==> src/shared/acts_pkg.sv <==
/*
  constants for the converter timing sequencer: cycle rate, timing unit,
  phase lengths per timing selection, state codes and result limits.
  assumes the sequencer clock is the cpu clock itself.
*/
`default_nettype none
package acts_pkg;

  // clock and timing unit, unit is half a cpu clock period
  localparam int CLK_PERIOD_NS = 50;
  localparam int UNIT_NS = CLK_PERIOD_NS / 2;

  // converter width and result limits
  localparam int RES_W = 10;
  localparam int CNT_W = 11;
  localparam logic [9:0] RESULT_MIN = 10'h000;
  localparam logic [9:0] RESULT_MAX = 10'h3ff;
  localparam logic [9:0] TRIAL_MSB = 10'h200;
  localparam logic [3:0] MSB_INDEX = 4'h9;

  // control register field positions (upper four bits)
  localparam int SAMPLE_SEL_LSB = 12;
  localparam int CONV_SEL_LSB = 14;

  // conversion clock select codes; 01 is reserved
  localparam logic [1:0] CONV_SEL_FAST = 2'h0;
  localparam logic [1:0] CONV_SEL_RSVD = 2'h1;
  localparam logic [1:0] CONV_SEL_SLOW = 2'h2;
  localparam logic [1:0] CONV_SEL_MID = 2'h3;

  // phase lengths in timing units, index {row, sample_time_select}
  // row 0: select 00, row 1: select 11, row 2: select 10
  localparam logic [11:0] SAMPLE_UNITS [0:11] = '{
    12'd120, 12'd140, 12'd200, 12'd400,
    12'd240, 12'd280, 12'd400, 12'd800,
    12'd480, 12'd560, 12'd800, 12'd1600};
  localparam logic [11:0] COMPARE_UNITS [0:11] = '{
    12'd240, 12'd280, 12'd280, 12'd280,
    12'd480, 12'd560, 12'd560, 12'd560,
    12'd960, 12'd1120, 12'd1120, 12'd1120};
  localparam logic [11:0] EXTRA_UNITS [0:11] = '{
    12'd28, 12'd16, 12'd52, 12'd44,
    12'd52, 12'd28, 12'd100, 12'd52,
    12'd100, 12'd52, 12'd196, 12'd164};

  // comparison phase is split evenly over the approximation steps
  localparam int SAR_STEPS = 10;

  // reset values
  localparam logic [9:0] RESULT_RST = 10'h000;
  localparam logic [CNT_W-1:0] COUNT_RST = 11'h000;

  // sequencer states, one-hot
  typedef enum logic [3:0] {
    ST_IDLE = 4'b0001,
    ST_SAMPLE = 4'b0010,
    ST_COMPARE = 4'b0100,
    ST_EXTRA = 4'b1000
  } acts_state_t;

endpackage : acts_pkg
`default_nettype wire

==> src/design/acts_phase_timer.sv <==
/*
  down counter that times one phase or one step.
  assumes load is a one-cycle strobe and load_val is at least one.
*/
`timescale 1ns/1ns
`default_nettype none
module acts_phase_timer (
  input wire logic clk, // cpu clock
  input wire logic rst_n, // synchronous reset, active low
  input wire logic load, // start a new interval
  input wire logic [10:0] load_val, // interval length in cycles
  output logic last // final cycle of the interval
);

  logic [10:0] count_ff;

  ////////////////////////////////////////////////////////////////////////
  // count down to zero, reload wins over counting
  always_ff @(posedge clk) begin
    if (!rst_n) begin
      count_ff <= acts_pkg::COUNT_RST;
    end else if (load) begin
      count_ff <= load_val;
    end else if (count_ff != 11'h000) begin
      count_ff <= count_ff - 11'h001;
    end
  end

  assign last = (count_ff == 11'h001);

endmodule : acts_phase_timer
`default_nettype wire

==> src/design/acts_seq_top.sv <==
/*
  conversion timing sequencer for a 10-bit successive approximation
  converter: sample, compare and extra phases, clamp and power-off.
  assumes the analog front end samples while sample_switch is high and
  reports its comparator and range detectors synchronous to clk.
*/
// Functional notes
// - timing comes from two 2-bit selects in the control register's top four bits
// - phases counted in half cpu period units, two units per clock cycle
// - conversion runs sample, comparison steps, then extra result-load phase
// - clock select 00 gives the first row of sample, compare, extra lengths
// - clock select 11 gives the row with doubled sample and compare lengths
// - clock select 10 gives the row with quadrupled sample and compare lengths
// - input captured only during sample phase; later changes ignored
// - input below ground gives 0x000, above reference gives 0x3ff
// - power-off bit switches analog circuitry off
// - sampled input compared with reference, 10-bit code, step ref/1024
`timescale 1ns/1ns
`default_nettype none
module acts_seq_top (
  input wire logic clk, // cpu clock, 20 MHz
  input wire logic rst_n, // synchronous reset, active low
  input wire logic start, // request one conversion
  input wire logic [15:0] converter_control_reg, // converter control word
  input wire logic converter_power_off, // switch analog part off
  input wire logic comp_in_ge_dac, // comparator: sampled input >= dac level
  input wire logic in_below_gnd, // input under the ground pin level
  input wire logic in_above_ref, // input over the reference pin level
  output logic analog_on, // analog circuitry powered
  output logic sample_switch, // input switch closed, sampling
  output logic [9:0] dac_code, // trial code to the dac
  output logic [9:0] result, // result register
  output logic done, // one-cycle completion strobe
  output logic busy // conversion in progress
);

  acts_pkg::acts_state_t state_ff;
  acts_pkg::acts_state_t nxt_state;
  logic [3:0] tsel_ff;
  logic [3:0] tbl_idx;
  logic [3:0] bit_idx_ff;
  logic [9:0] code_ff;
  logic [9:0] result_ff;
  logic low_ff;
  logic high_ff;
  logic done_ff;
  logic busy_ff;
  logic sample_switch_ff;
  logic analog_on_ff;
  logic load;
  logic [10:0] load_val;
  logic last;
  logic [10:0] sample_cyc;
  logic [10:0] step_cyc;
  logic [10:0] extra_cyc;
  logic go;

  ////////////////////////////////////////////////////////////////////////
  // timing lookup from the latched selection

  // map clock select to a table row; reserved 01 falls back to row 0
  function automatic logic [1:0] row_of(input logic [1:0] ctc);
    case (ctc)
      acts_pkg::CONV_SEL_MID: row_of = 2'h1;
      acts_pkg::CONV_SEL_SLOW: row_of = 2'h2;
      default: row_of = 2'h0;
    endcase
  endfunction : row_of

  // units to cycles: unit is half the clock period
  function automatic logic [10:0] to_cyc(input logic [11:0] units);
    int c;
    c = int'(units) * acts_pkg::UNIT_NS / acts_pkg::CLK_PERIOD_NS;
    if (c < 1) c = 1;
    to_cyc = c[10:0];
  endfunction : to_cyc

  assign tbl_idx = {row_of(tsel_ff[3:2]), tsel_ff[1:0]};
  assign sample_cyc = to_cyc(acts_pkg::SAMPLE_UNITS[tbl_idx]);
  assign step_cyc = to_cyc(acts_pkg::COMPARE_UNITS[tbl_idx] / 12'(acts_pkg::SAR_STEPS));
  assign extra_cyc = to_cyc(acts_pkg::EXTRA_UNITS[tbl_idx]);

  assign go = start && !converter_power_off && (state_ff == acts_pkg::ST_IDLE);

  ////////////////////////////////////////////////////////////////////////
  // selection snapshot, taken when a conversion starts
  always_ff @(posedge clk) begin
    if (!rst_n) begin
      tsel_ff <= 4'h0;
    end else if (go) begin
      tsel_ff <= converter_control_reg[acts_pkg::SAMPLE_SEL_LSB +: 4];
    end
  end

  ////////////////////////////////////////////////////////////////////////
  // phase sequencing
  always_comb begin
    nxt_state = state_ff;
    load = 1'b0;
    load_val = sample_cyc;
    case (state_ff)
      acts_pkg::ST_IDLE: begin
        if (go) begin
          nxt_state = acts_pkg::ST_SAMPLE;
          load = 1'b1;
          load_val = to_cyc(acts_pkg::SAMPLE_UNITS[{row_of(converter_control_reg[acts_pkg::CONV_SEL_LSB +: 2]),
                                                   converter_control_reg[acts_pkg::SAMPLE_SEL_LSB +: 2]}]);
        end
      end
      acts_pkg::ST_SAMPLE: begin
        if (last) begin
          nxt_state = acts_pkg::ST_COMPARE;
          load = 1'b1;
          load_val = step_cyc;
        end
      end
      acts_pkg::ST_COMPARE: begin
        if (last) begin
          load = 1'b1;
          if (bit_idx_ff == 4'h0) begin
            nxt_state = acts_pkg::ST_EXTRA;
            load_val = extra_cyc;
          end else begin
            load_val = step_cyc;
          end
        end
      end
      acts_pkg::ST_EXTRA: begin
        if (last) begin
          nxt_state = acts_pkg::ST_IDLE;
        end
      end
      default: begin
        nxt_state = acts_pkg::ST_IDLE;
      end
    endcase
    // power-off aborts any conversion
    if (converter_power_off) begin
      nxt_state = acts_pkg::ST_IDLE;
    end
  end

  always_ff @(posedge clk) begin
    if (!rst_n) begin
      state_ff <= acts_pkg::ST_IDLE;
    end else begin
      state_ff <= nxt_state;
    end
  end

  acts_phase_timer u_timer (
    .clk(clk),
    .rst_n(rst_n),
    .load(load),
    .load_val(load_val),
    .last(last)
  );

  ////////////////////////////////////////////////////////////////////////
  // analog controls; switch opens at the end of sampling so the
  // held charge is what gets converted
  always_ff @(posedge clk) begin
    if (!rst_n) begin
      sample_switch_ff <= 1'b0;
      analog_on_ff <= 1'b0;
      busy_ff <= 1'b0;
    end else begin
      sample_switch_ff <= (nxt_state == acts_pkg::ST_SAMPLE);
      analog_on_ff <= !converter_power_off;
      busy_ff <= (nxt_state != acts_pkg::ST_IDLE);
    end
  end

  ////////////////////////////////////////////////////////////////////////
  // range detectors read only while the switch is closed
  always_ff @(posedge clk) begin
    if (!rst_n) begin
      low_ff <= 1'b0;
      high_ff <= 1'b0;
    end else if (go) begin
      low_ff <= 1'b0;
      high_ff <= 1'b0;
    end else if (state_ff == acts_pkg::ST_SAMPLE && last) begin
      low_ff <= in_below_gnd;
      high_ff <= in_above_ref;
    end
  end

  ////////////////////////////////////////////////////////////////////////
  // successive approximation, msb first, one bit per step
  always_ff @(posedge clk) begin
    if (!rst_n) begin
      code_ff <= acts_pkg::RESULT_RST;
      bit_idx_ff <= acts_pkg::MSB_INDEX;
    end else if (state_ff == acts_pkg::ST_SAMPLE && last) begin
      code_ff <= acts_pkg::TRIAL_MSB;
      bit_idx_ff <= acts_pkg::MSB_INDEX;
    end else if (state_ff == acts_pkg::ST_COMPARE && last) begin
      // keep the trial bit only if the input reaches the dac level
      code_ff[bit_idx_ff] <= comp_in_ge_dac;
      if (bit_idx_ff != 4'h0) begin
        code_ff[bit_idx_ff - 4'h1] <= 1'b1;
        bit_idx_ff <= bit_idx_ff - 4'h1;
      end
    end
  end

  ////////////////////////////////////////////////////////////////////////
  // result load and completion strobe in the same cycle
  always_ff @(posedge clk) begin
    if (!rst_n) begin
      result_ff <= acts_pkg::RESULT_RST;
      done_ff <= 1'b0;
    end else begin
      done_ff <= 1'b0;
      if (state_ff == acts_pkg::ST_EXTRA && last && !converter_power_off) begin
        done_ff <= 1'b1;
        if (low_ff) begin
          result_ff <= acts_pkg::RESULT_MIN;
        end else if (high_ff) begin
          result_ff <= acts_pkg::RESULT_MAX;
        end else begin
          result_ff <= code_ff;
        end
      end
    end
  end

  assign analog_on = analog_on_ff;
  assign sample_switch = sample_switch_ff;
  assign dac_code = code_ff;
  assign result = result_ff;
  assign done = done_ff;
  assign busy = busy_ff;

endmodule : acts_seq_top
`default_nettype wire

==> config.mk <==
export PLATFORM = sky130hd
export DESIGN_NAME = acts_seq_top
export DESIGN_NICKNAME = d
export VERILOG_FILES = /design/src/shared/acts_pkg.sv /design/src/design/acts_phase_timer.sv /design/src/design/acts_seq_top.sv
export SDC_FILE = /design/constraint.sdc
export NUM_CORES = 1
export LEC_CHECK = 0
export ABC_AREA = 1
export BUFFER_PORTS_ARGS = -buffer_cell sky130_fd_sc_hd__buf_2
export CORE_ASPECT_RATIO = 0.8
export CORE_MARGIN = 3
export CORE_UTILIZATION = 50
export CTS_BUF_LIST = sky130_fd_sc_hd__clkbuf_4
export DETAILED_ROUTE_END_ITERATION = 12
export PLACE_DENSITY = 0.68
export SYNTH_ARGS = -nofsm -noshare
export SYNTH_HDL_FRONTEND = slang
export SYNTH_SLANG_ARGS = --single-unit
export TNS_END_PERCENT = 10
==> constraint.sdc <==
create_clock -name clk -period 13.9 [get_ports clk]
set_input_delay 0.695 -clock clk [delete_from_list [all_inputs] [get_ports clk]]
set_output_delay 0.695 -clock clk [all_outputs]
set_load 0.01 [all_outputs]
### Yosys cells after proc, flatten, opt, wreduce, memory -nomap -nowiden

Memory sizes are Yosys's and may differ from the RTL's.
Cells that the tools add are included.

| word-level totals | value |
|---|---|
| register bits | 49 |
| bits in latches | 0 |
| memory bits (writable) | 0 |
| ROM bits | 768 |
| output and inout port bits | 24 |
| memories | 4 |

Memories:

| name | words | bits a word | rd ports | clocked after memory_dff | wr ports | line | text |
|---|---|---|---|---|---|---|---|
| (name not given) | 16 | 12 | 1 | 0 | 0 | acts_seq_top.sv:106 | `load_val = to_cyc(acts_pkg::SAMPLE_UNITS[{row_of(converter_control_reg[acts_pkg::CONV_SEL_LSB +: 2]),` |
| (name not given) | 16 | 12 | 1 | 0 | 0 | acts_seq_top.sv:81 | `assign extra_cyc = to_cyc(acts_pkg::EXTRA_UNITS[tbl_idx]);` |
| (name not given) | 16 | 12 | 1 | 0 | 0 | acts_seq_top.sv:80 | `assign step_cyc = to_cyc(acts_pkg::COMPARE_UNITS[tbl_idx] / 12'(acts_pkg::SAR_STEPS));` |
| (name not given) | 16 | 12 | 1 | 0 | 0 | acts_seq_top.sv:79 | `assign sample_cyc = to_cyc(acts_pkg::SAMPLE_UNITS[tbl_idx]);` |

| cells by class | value |
|---|---|
| $add $sub $neg | 2 |
| multipliers | 4 |
| div/mod/pow operators | 5 |
| $lt $le $gt $ge | 10 |
| equal/unequal tests | 11 |
| shifts and indexed selects | 0 |
| multiplexer cells | 44 |
| bitwise operators | 4 |
| reduce and logical (&&, ||, !) cells | 18 |

Operator list:

| cell | count |
|---|---|
| $div A32 B7 Y32 const B | 4 |
| $lt A32 B2 Y1 const B | 4 |
| $mux W11 | 10 |
| $mux W12 | 8 |
| $mul A12 B5 Y17 const B | 4 |
| $mux W10 | 5 |
| $pmux W11 S3 | 1 |
| $mux W4 | 6 |
| $pmux W4 S4 | 1 |
| $div A12 B4 Y12 const B | 1 |
| $eq A11 B1 Y1 const B | 1 |
| $reduce_bool A11 Y1 | 1 |
| $sub A11 B1 Y11 const B | 1 |
| $bwmux W10 | 1 |
| $ge A5 B5 Y1 const B | 2 |
| $lt A4 B5 Y1 const B | 2 |
| $not A4 Y5 | 2 |
| $or A10 B10 Y10 | 1 |
| $demux W1 S4 | 2 |
| $eq A2 B2 Y1 const B | 4 |
| $eq A4 B2 Y1 const B | 2 |
| $ge A4 B1 Y1 const B | 2 |
| $logic_and A1 B1 Y1 | 8 |
| $pmux W2 S2 | 2 |
| 15 further kinds | 23 |

### Depth between registers and ports, before layout

Gate-level depths: netlist of the first run.

| logic depth | value |
|---|---|
| depth after elaboration | 16 |
| mapped depth | 105 |
| gate-level depth less buffers | 99 |

### Cells and area by module

From an unflattened synthesis of the first run, not the netlist that was laid out.

| unflattened totals | value |
|---|---|
| cells, all modules | 3858 |
| area total of the unflattened synthesis | 20907.6 um2 |

By module, submodules not included:

| module | times used | cells an instance | area each (um2) |
|---|---|---|---|
| acts_seq_top | 1 | 3731 | 20119.3 |
| acts_phase_timer | 1 | 127 | 788.3 |

### Worst setup path after synthesis of the first run

Ideal clock, no wire load.

| path | value |
|---|---|
| path type | register to register |
| start | register tsel_ff[3] |
| end | register u_timer.count_ff[0] |
| arrival time | 11.782 ns |
| setup slack | 1.990 ns |
| cell stages (with the launch flop) | 98 |
| buffers on the path | 5 |
| period minus slack after synthesis | 11.910 ns |
| path through | dfxtp_1 -> clkbuf_2 -> inv_2 -> nor2_2 -> inv_2 -> nor2_1 -> inv_1 -> nor2_1 -> inv_1 -> nand2_1 -> inv_1 -> nor2_1 -> xor2_1 -> a21oi_1 -> inv_1 -> a21oi_1 -> inv_1 -> ha_1 -> [62 not listed] -> nand2_1 -> inv_1 -> nand3_1 -> nor2_1 -> nand3_1 -> nand3_1 -> buf_4 -> nand2_1 -> nand2_1 -> nand2_1 -> a21oi_1 -> nand3_1 -> nand2_1 -> nand2_1 -> a21oi_1 -> nand2_1 -> nand2_1 -> a21oi_1 |

| between the ends | value |
|---|---|
| word-level cells in the longest chain between the ends | 15 |

RTL lines:

| element | line | text |
|---|---|---|
| start: declaration | acts_seq_top.sv:39 | `logic [3:0] tsel_ff;` |
| start signal: assignment | acts_seq_top.sv:91 | `tsel_ff <= converter_control_reg[acts_pkg::SAMPLE_SEL_LSB +: 4];` |
| $eq A2 B2 Y1 | acts_seq_top.sv:63 | `case (ctc)` |
| $pmux W2 S2 (*) | acts_seq_top.sv:63 |  |
| $not A4 Y5 (implied by the code) (*) | acts_seq_top.sv:79, acts_seq_top.sv:80, acts_seq_top.sv:81 |  |
| $mem_v2 Z16 W12 | -- |  |
| $mux W12 (implied by the code) (2 in series) | acts_seq_top.sv:80 |  |
| $div A12 B4 Y12 | acts_seq_top.sv:80 |  |
| $mul A12 B5 Y17 | acts_seq_top.sv:73 | `c = int'(units) * acts_pkg::UNIT_NS / acts_pkg::CLK_PERIOD_NS;` |
| $div A32 B7 Y32 | acts_seq_top.sv:73 |  |
| $lt A32 B2 Y1 | acts_seq_top.sv:74 | `if (c < 1) c = 1;` |
| $mux W11 | acts_seq_top.sv:74 |  |
| $mux W11 | acts_seq_top.sv:120 | `if (bit_idx_ff == 4'h0) begin` |
| $mux W11 | acts_seq_top.sv:118 | `if (last) begin` |
| $pmux W11 S3 (*) | acts_seq_top.sv:101 | `case (state_ff)` |
| $mux W11 (*) | acts_phase_timer.sv:22 | `end else if (load) begin` |
| end signal: assignment | acts_phase_timer.sv:21 | `count_ff <= acts_pkg::COUNT_RST;` |
| end signal: assignment | acts_phase_timer.sv:23 | `count_ff <= load_val;` |
| end signal: assignment | acts_phase_timer.sv:25 | `count_ff <= count_ff - 11'h001;` |
| end: declaration | acts_phase_timer.sv:15 | `logic [10:0] count_ff;` |

Mark *: on every way between the ends. The rest lies on a longest branch, timed or not. The select of a mux whose other input is x is not followed.
A chain may end at the register's enable or synchronous reset.

### Worst setup path after layout of the first run

| path | value |
|---|---|
| start | input converter_control_reg[12] |
| end | register u_timer.count_ff[0] |

| between the ends | value |
|---|---|
| word-level cells in the longest chain between the ends | 11 |

RTL lines:

| element | line | text |
|---|---|---|
| start: declaration | acts_seq_top.sv:24 | `input wire logic [15:0] converter_control_reg,` |
| $not A4 Y5 (implied by the code) (*) | acts_seq_top.sv:106 |  |
| $mem_v2 Z16 W12 (*) | -- |  |
| $mux W12 (implied by the code) (*) (2 in series) | acts_seq_top.sv:106 |  |
| $mul A12 B5 Y17 (*) | acts_seq_top.sv:73 |  |
| $div A32 B7 Y32 (*) | acts_seq_top.sv:73 |  |
| $lt A32 B2 Y1 | acts_seq_top.sv:74 |  |
| $mux W11 (*) | acts_seq_top.sv:74 |  |
| $mux W11 (*) | acts_seq_top.sv:103 | `if (go) begin` |
| $pmux W11 S3 (*) | acts_seq_top.sv:101 |  |
| $mux W11 (*) | acts_phase_timer.sv:22 |  |

Marks and branches as above.

==> results of run 1 <==
-- critical path: cells and delay by family --
kind	cells	cell delay, ns
adders and majority gates	6	2.00
buffers and inverters	10	1.44
and+or+nand+nor	64	7.60
AOI/OAI and AO/OA	7	1.38
-- metrics by stage --
stage | cell area (µm²) | utilization (%) | setup WS [ns] | setup TNS (ns)
global placement | 18700 | 53.4 | 0.493 | 0
finish | 19000 | 54.5 | 1.01 | 0
CTS | 18700 | 53.5 | 0.135 | 0
floorplan | 17800 | - | 1.99 | 0
detailed placement | 18700 | 53.4 | 0.183 | 0
global route | 19000 | 54.5 | -0.0703 | -0.0703
-- timing repair --
| action | 4_1_cts | 5_1_grt |
|---|---|---|
| hold endpoints to repair | 0 | 0 |
| endpoints found under the setup margin | 0 | 3 |
| resized for setup | 0 | 44 |
| buffers inserted | 0 | 16 |
| hold buffers | 0 | 0 |
-- cell families (layout without fill, tap and decap cells) --
group                      after synthesis  after routing
and+or+nand+nor                       1856           1858
xor gates and xnor gates               158            158
other                                    0              1
DFF                                     49             49
buffers and inverters                  526            595
adders and majority gates              176            176
AOI/OAI and AO/OA                      358            358
-- cells in the final DEF, fill, tap and decap left out, types with 6 or more instances in the layout --
cell type  instances
nand2_1          847
inv_1            442
nand3_1          328
nor2_1           273
ha_1             161
nand2_2          136
o21ai_0          131
xor2_1           119
a21oi_1          109
nand4_1           77
buf_4             71
dfxtp_1           46
nand2_4           37
xnor2_1           35
buf_2             34
nor3_1            33
o21ai_1           27
inv_2             26
nor2_2            24
nand3_2           21
a31oi_1           16
nor2_4            14
nand3b_1          14
fa_1              12
a221oi_1          11
nand3_4           11
a21oi_2           10
clkinv_1           8
nor4_1             8
nor2_8             8
or2_2              7
nor3_2             6
o21ai_2            6
o22ai_1            6
-- sequential cells by signal, summed over array words and instances (netlist names) --
register,cells
high_ff,1
tsel_ff,4
busy,1
u_timer.count_ff,11
low_ff,1
dac_code,10
result,10
sample_switch,1
state_ff,4
analog_on,1
bit_idx_ff,4
done,1
-- worst paths after layout --
path                                                 from                   to  slack [ns]  cells past startpoint
worst max-delay path            converter_control_reg[12]  u_timer.count_ff[0]        1.01                     87
worst min-delay path                            result[4]            result[4]        0.46                      2
worst max register to register                 tsel_ff[1]  u_timer.count_ff[0]        1.32                     85
worst min register to register                  result[4]            result[4]        0.46                      2
-- area by class of cell --
| cell class | instances | area, µm² |
|---|---|---|
| diodes | 1 | 2.50 |
| inverters | 481 | 1820 |
| clock buffers | 5 | 37.5 |
| fillers | 3709 | 15900 |
| well taps | 472 | 591 |
| clock inverters | 3 | 26.3 |
| flip-flops and latches | 49 | 985 |
| repair buffers | 106 | 723 |
| multi-input cells | 2550 | 14900 |
-- per-layer routing --
| layer | vias up | routed length [µm] | global-route usage [%] |
|---|---|---|---|
| met4 | 0 | 393 | 2.50 |
| met2 | 488 | 20700 | 39.4 |
| met1 | 8930 | 24400 | 36.9 |
| li1 | 10200 | - | - |
| met3 | 33 | 2800 | 2.33 |
| met5 | - | 0 | 0 |
==> impl_metrics.tcl, run 1 <==
set metrics [dict create \
    max_slew.worst_pin.slew_ns 0.827 \
    post-route-min-period_ns 12.89 \
    mux_cell_area_share_after_synthesis_pct 0 \
    endpoint_kind "flip-flop" \
    grt_antenna_before_repair 1 \
    place_hpwl_um 40600 \
    dominant_combinational_cell_family_by_area_after_synthesis "simple AND/OR/NAND/NOR gates" \
    place.gp.congestion 0.897 \
    cts_made_buffers 5 \
    fmax_mhz 77.6 \
    synthesized_cell_area_um2 17800 \
    critical_path_required_ns 14.19 \
    vias 19700 \
    port_bufs 34 \
    starting_density_of_the_core_pct 51.1 \
    fraction_of_synthesized_cell_area_in_xor_and_xnor_cells_pct 7.84 \
    timing.final.hold_violations 0 \
    commonest_cells_in_the_synthesized_netlist "851 x nand2_1, 444 x inv_1, 330 x nand3_1, 277 x nor2_1, 164 x ha_1" \
    grt_remaining_overflow 0 \
    ys_seq_area_share_pct 5.50 \
    highest_net_fanout_along_the_worst_path 15 \
    simple_gate_share_of_the_synthesized_area_pct 50.1 \
    slew_viol_final 0 \
    die_w_um 217 \
    synth-compound-area-share_pct 11.4 \
    critPathSlowestCell "fa_1" \
    netlist_instances 3123 \
    synthDistinctLibCells 67 \
    cap_violations 0 \
    ys_dominant_reg_cell "dfxtp_1" \
    global_routing_usage_summed_across_all_routing_layers_pct 24.6 \
    cp_arrival_ns 13.18 \
    viasPerCell 5.37 \
    layout-drive-gt1-share_pct 14.0 \
    clock_path_buffers 2 \
    io_pins 47 \
    number_of_iterations_in_the_first_detailed_routing_pass 5 \
    die-area_um2 38000 \
    cp-start-kind "primary input" \
    cts_tree "done" \
    average_detailed_routed_wire_length_per_instance_um 13.2 \
    clock_skew_ns 0.0370 \
    setup.worst_path.class "primary input to flip-flop" \
    clock-root-buffer "clkbuf_4" \
    hold_path_class "flip-flop to flip-flop" \
    final_nets 3392 \
    pin_count_of_the_biggest_net_entering_global_routing 23 \
    timing.slew.headroom_pct 44.4 \
    postSynthRegisterBits 49 \
    clk-insertion-delay-late_ns 0.41 \
    synthArstFlopShare_pct 0 \
    finish_stage_setup_viols 0 \
    drt.antenna.violating_nets 0 \
    post_synth_fa_ha_maj_area_fraction_pct 12.8 \
    h-tree-depth 2 \
    netlist.area_leader.share_pct 17.9 \
    first_global_vias 17500 \
    synth_most_common_cell "nand2_1" \
    synth_top_area_cell "nand2_1" \
    critPathMaxStageDelay_ns 0.48 \
    placedCellCount 3640 \
    cts.clk_slew.worst_paths_ns 0.17 \
    netlist_top_cells_area "nand2_1 18%, ha_1 11%, inv_1 9.3%" \
    synth-edff-count 0 \
    crit_top_cell "nand2_1" \
    dr.first_iter.drc_count 1632 \
    synth_area_per_cell_um2 5.72 \
    ratio_of_final_minimum_period_to_clock_period_pct 92.7 \
    global_route_wire_length_before_repair_um 81600 \
    chipHeight_um 175 \
    syn2layout_area_growth_pct 6.65 \
    synth_warnings 0 \
    floorplan.rows 61 \
    synth_fp_nets 3322 \
    placeableCoreArea_um2 35000 \
    wl_um 48400 \
    drc_errors 0 \
    layoutNonFillerInstCount 3667 \
    holdWs_ns 0.455 \
    run_status "completed" \
    numClockSinks 49 \
]
Power of run 1 is not shown: default switching activity piles up to over one toggle a cycle in this logic, so the estimate is an artifact.
==> inputs of run 2 (changes only) <==
--- a/config.mk
+++ b/config.mk
@@ -9,10 +9,10 @@
 export BUFFER_PORTS_ARGS = -buffer_cell sky130_fd_sc_hd__buf_2
 export CORE_ASPECT_RATIO = 0.8
 export CORE_MARGIN = 3
-export CORE_UTILIZATION = 50
+export CORE_UTILIZATION = 55
 export CTS_BUF_LIST = sky130_fd_sc_hd__clkbuf_4
 export DETAILED_ROUTE_END_ITERATION = 12
-export PLACE_DENSITY = 0.68
+export PLACE_DENSITY = 0.74
 export SYNTH_ARGS = -nofsm -noshare
 export SYNTH_HDL_FRONTEND = slang
 export SYNTH_SLANG_ARGS = --single-unit
==> impl_metrics.tcl, run 2 (same netlist as run 1, synthesis figures left out) <==
set metrics [dict create \
    cp_arrival_ns 13.10 \
    io_pins 47 \
    largest_register_ff_count 11 \
    vias 19800 \
    cap_violations 0 \
    layout.core_utilization_pct 60.0 \
    floorplan.rows 58 \
    run_status "completed" \
    cts_made_buffers 5 \
    number_of_iterations_in_the_first_detailed_routing_pass 6 \
    max_slew.worst_pin.slew_ns 0.989 \
    timing.final.hold_violations 0 \
    cts.clk_slew.worst_paths_ns 0.16 \
    clock_skew_ns 0.0193 \
    syn2layout_area_growth_pct 6.61 \
    clk-insertion-delay-late_ns 0.41 \
    slew_viol_final 0 \
    grt_antenna_before_repair 2 \
    global_routing_usage_summed_across_all_routing_layers_pct 25.8 \
    endpoint_kind "flip-flop" \
    hold_buffers 0 \
    layout-drive-gt1-share_pct 14.4 \
    drt.antenna.violating_nets 0 \
    hold_path_class "flip-flop to flip-flop" \
    average_detailed_routed_wire_length_per_instance_um 13.5 \
    viasPerCell 5.51 \
    cp-start-kind "primary input" \
    place.gp.congestion 0.913 \
    sequential_cell_area_um2 992 \
    placeableCoreArea_um2 31700 \
    crit_buf_inv 8 \
    regMostFlops "u_timer.count_ff" \
    finish_stage_setup_viols 0 \
    wl_um 48600 \
    post-route-min-period_ns 12.80 \
    chipHeight_um 167 \
    global_route_wire_length_before_repair_um 79100 \
    crit_top_cell "nand2_1" \
    fill_cells 3065 \
    critPathMaxStageDelay_ns 0.46 \
    critical_path_required_ns 14.19 \
    cts_tree "done" \
    die_w_um 207 \
    setup.worst_path.class "primary input to flip-flop" \
    h-tree-depth 2 \
    clock_path_buffers 2 \
    port_bufs 34 \
    grt_remaining_overflow 0 \
    layout_common_cells "844 x nand2_1, 441 x inv_1, 325 x nand3_1" \
    dr.first_iter.drc_count 1732 \
    die-area_um2 34700 \
    highest_net_fanout_along_the_worst_path 16 \
    footprint_of_the_multi_input_gates_um2 15000 \
    drc_errors 0 \
    pin_count_of_the_biggest_net_entering_global_routing 23 \
    final_nets 3376 \
    cpLargestDelayFamily "simple AND/OR/NAND/NOR gates" \
    starting_density_of_the_core_pct 56.3 \
    fmax_mhz 78.1 \
    critPathSlowestCell "fa_1" \
    timing.slew.headroom_pct 34.1 \
    ratio_of_final_minimum_period_to_clock_period_pct 92.1 \
    numClockSinks 49 \
    mostFrequentLayoutCell "nand2_1" \
    first_global_vias 17100 \
    internal_reg_to_reg_setup_slack_ns 1.13 \
    clock-root-buffer "clkbuf_4" \
    place_hpwl_um 39800 \
]
-- run 2: changes by cell type in the layout (fill, tap and decap cells not counted), moves of 4 or more --
cell     previous run  this run
buf_4              71        53
nand3_2            21        25
nor2_1            273       263
nor2_2             24        30
nor2_4             14        19
-- run 2: worst paths after layout --
| check | end | depth (start not counted) | start |
|---|---|---|---|
| worst min-delay path | result[3] | 2 | result[3] |
| worst max register to register | u_timer.count_ff[0] | 95 | tsel_ff[1] |
| worst min register to register | result[3] | 2 | result[3] |
| worst max-delay path | u_timer.count_ff[0] | 85 | converter_control_reg[12] |
-- run 2: tightest hold or removal path, delay by kind of cell, from the launching register on --
| kind | cells | cell delay, ns |
|---|---|---|
| flip-flops | 1 | 0.33 |
| buffers and inverters | 1 | 0.05 |
| AO/OA/AOI/OAI | 1 | 0.05 |
-- run 2: what timing repair did --
action,4_1_cts,5_1_grt
setup buffers,0,26
gates resized for setup,0,85
setup endpoints to repair,0,3
-- run 2: cell type report --
class | instances | share of cell area (%)
diodes | 1 | 0.0132
clock buffers | 5 | 0.197
clock inverters | 3 | 0.112
inverters | 481 | 9.63
multi-input cells | 2551 | 78.9
flip-flops and latches | 49 | 5.21
well taps | 420 | 2.76
repair buffers | 89 | 3.20
-- run 2: metrics by stage --
step / TNS, ns / hold slack (ns) / setup WS, ns / std cells / instance area, µm²
5_1_grt: -0.123 / 0.504 / -0.123 / 3599 / 19000
3_5_place_dp: 0 / 0.441 / 0.0327 / 3561 / 18400
4_1_cts: 0 / 0.461 / 0.0647 / 3569 / 18400
3_3_place_gp: 0 / 0.433 / 0.472 / 3561 / 18400
2_1_floorplan: 0 / 0.465 / 1.99 / 3123 / 17800
6_report: 0 / 0.462 / 1.10 / 3599 / 19000
-- run 2: layer usage --
| layer | wire length (µm) | GRT usage (%) | vias to the layer above |
|---|---|---|---|
| li1 | - | - | 10200 |
| met1 | 23400 | 38.4 | 8906 |
| met2 | 20900 | 41.3 | 655 |
| met3 | 3780 | 3.09 | 52 |
| met4 | 490 | 2.63 | 2 |
| met5 | 12 | 0 | - |
Power of run 2 is left out for the same reason.
==> inputs of run 3 (changes only) <==
--- a/config.mk
+++ b/config.mk
@@ -7,11 +7,11 @@
 export LEC_CHECK = 0
 export ABC_AREA = 1
 export BUFFER_PORTS_ARGS = -buffer_cell sky130_fd_sc_hd__buf_2
-export CORE_ASPECT_RATIO = 0.8
 export CORE_MARGIN = 3
 export CORE_UTILIZATION = 55
 export CTS_BUF_LIST = sky130_fd_sc_hd__clkbuf_4
 export DETAILED_ROUTE_END_ITERATION = 12
+export GPL_TIMING_DRIVEN = 0
 export PLACE_DENSITY = 0.74
 export SYNTH_ARGS = -nofsm -noshare
 export SYNTH_HDL_FRONTEND = slang
==> impl_metrics.tcl, run 3 (same netlist as run 1, synthesis figures left out) <==
set metrics [dict create \
    hold_buffers 0 \
    grt_remaining_overflow 0 \
    average_detailed_routed_wire_length_per_instance_um 13.4 \
    numClockSinks 49 \
    vias 19800 \
    cap_violations 0 \
    groute.layer.met3.usage_pct 3.52 \
    grtUsageMet1_pct 39.1 \
    place_hpwl_um 40600 \
    die_w_um 186 \
    fmax_mhz 77.3 \
    die-area_um2 34700 \
    post-route-min-period_ns 12.94 \
    mostFrequentLayoutCell "nand2_1" \
    cts_tree "done" \
    total_negative_setup_slack_ns 0 \
    syn2layout_area_growth_pct 8.37 \
    grt_antenna_before_repair 0 \
    setup.worst_path.class "primary input to flip-flop" \
    first_global_vias 17300 \
    placeableCoreArea_um2 31800 \
    h-tree-depth 2 \
    starting_density_of_the_core_pct 56.1 \
    global_route_wire_length_before_repair_um 79900 \
    regMostFlops "u_timer.count_ff" \
    cts.clk_slew.worst_paths_ns 0.19 \
    clk-insertion-delay-late_ns 0.44 \
    cp_arrival_ns 13.27 \
    endpoint_kind "flip-flop" \
    dr.first_iter.drc_count 1263 \
    clock-root-buffer "clkbuf_4" \
    floorplan.rows 65 \
    wl_um 49000 \
    timing.final.hold_violations 0 \
    hold_path_class "flip-flop to flip-flop" \
    critical_path_required_ns 14.23 \
    cts_made_buffers 5 \
    number_of_iterations_in_the_first_detailed_routing_pass 6 \
    io_pins 47 \
    cp-start-kind "primary input" \
    antennaDiodeCount 0 \
    slew_viol_final 0 \
    port_bufs 33 \
    max_slew.worst_pin.slew_ns 0.958 \
    ratio_of_final_minimum_period_to_clock_period_pct 93.1 \
    top_usage_layer "met2" \
    timing.slew.headroom_pct 35.9 \
    place.gp.congestion 0.965 \
    viasPerCell 5.44 \
    clock_path_buffers 2 \
    crit_top_cell "nand2_1" \
    fill_cells 3168 \
    pin_count_of_the_biggest_net_entering_global_routing 19 \
    critPathSlowestCell "nor3_2" \
    critPathMaxStageDelay_ns 0.57 \
    internal_reg_to_reg_setup_slack_ns 1.00 \
    chipHeight_um 186 \
    largest_register_ff_count 11 \
    drc_errors 0 \
    global_routing_usage_summed_across_all_routing_layers_pct 27.0 \
    highest_net_fanout_along_the_worst_path 10 \
    run_status "completed" \
    finish_stage_setup_viols 0 \
    drt.antenna.violating_nets 0 \
    layout-drive-gt1-share_pct 15.2 \
    clock_skew_ns 0.0292 \
    globalRouteMet2Util_pct 43.1 \
    final_nets 3407 \
    layout_common_cells "841 x nand2_1, 437 x inv_1, 325 x nand3_1" \
]
-- run 3: changes by cell type in the layout (fill, tap and decap cells not counted), sizes merged --
cell / before / now
buf: 89 / 106
clkbuf: 5 / 20
clkinvlp: 5 / 7
diode: 1 / 0
dlygate4sd1: 0 / 1
inv: 468 / 467
nand2: 1022 / 1021
nand3: 360 / 359
nor2: 320 / 319
-- run 3: final timing paths --
path	startpoint	to	cells after the start
worst min register to register	result[8]	result[8]	2
worst min-delay path	result[8]	result[8]	2
worst max-delay path	converter_control_reg[13]	u_timer.count_ff[0]	90
worst max register to register	tsel_ff[0]	u_timer.count_ff[0]	93
-- run 3: final cells by class --
cell class | count | area, µm² | area share [%]
buffer | 45 | 392 | 2.02
multi-input combinational | 2548 | 15000 | 77.6
clock buffer | 5 | 37.5 | 0.194
timing repair buffer | 77 | 493 | 2.55
timing repair inverter | 1 | 5.00 | 0.0259
tap | 435 | 544 | 2.81
clock inverter | 3 | 28.8 | 0.149
inverter | 481 | 1840 | 9.51
sequential | 49 | 985 | 5.09
-- run 3: what timing repair did --
item	CTS	global route
gates cloned	0	1
buffers inserted	3	41
setup endpoints to repair	2	3
gates resized for setup	15	91
pin swaps	1	19
-- run 3: stage by stage --
stage | cell area, µm² | setup WS [ns] | cells | hold WS (ns) | utilization, %
after detailed placement | 18600 | -0.973 | 3591 | 0.482 | 58.4
final | 19300 | 0.961 | 3644 | 0.507 | 60.8
after global placement | 18600 | -0.554 | 3591 | 0.463 | 58.4
after CTS | 18700 | 0.0759 | 3602 | 0.511 | 58.8
after floorplan | 17800 | 1.99 | 3123 | 0.465 | -
after global routing | 19300 | -0.155 | 3644 | 0.530 | 60.8
-- run 3: metal layers --
| metal | wire [µm] | vias to the layer above |
|---|---|---|
| li1 | - | 10300 |
| met1 | 23600 | 9020 |
| met2 | 21600 | 482 |
| met3 | 3100 | 43 |
| met4 | 739 | 0 |
| met5 | 0 | - |
-- run 3: critical path: cells and delay by family --
kind,cells,cell delay (ns)
buf+inv,16,1.96
simple gates,59,6.79
fa+ha+maj,6,1.69
xor+xnor,1,0.14
compound gates,8,1.93
Power of run 3 is left out for the same reason.
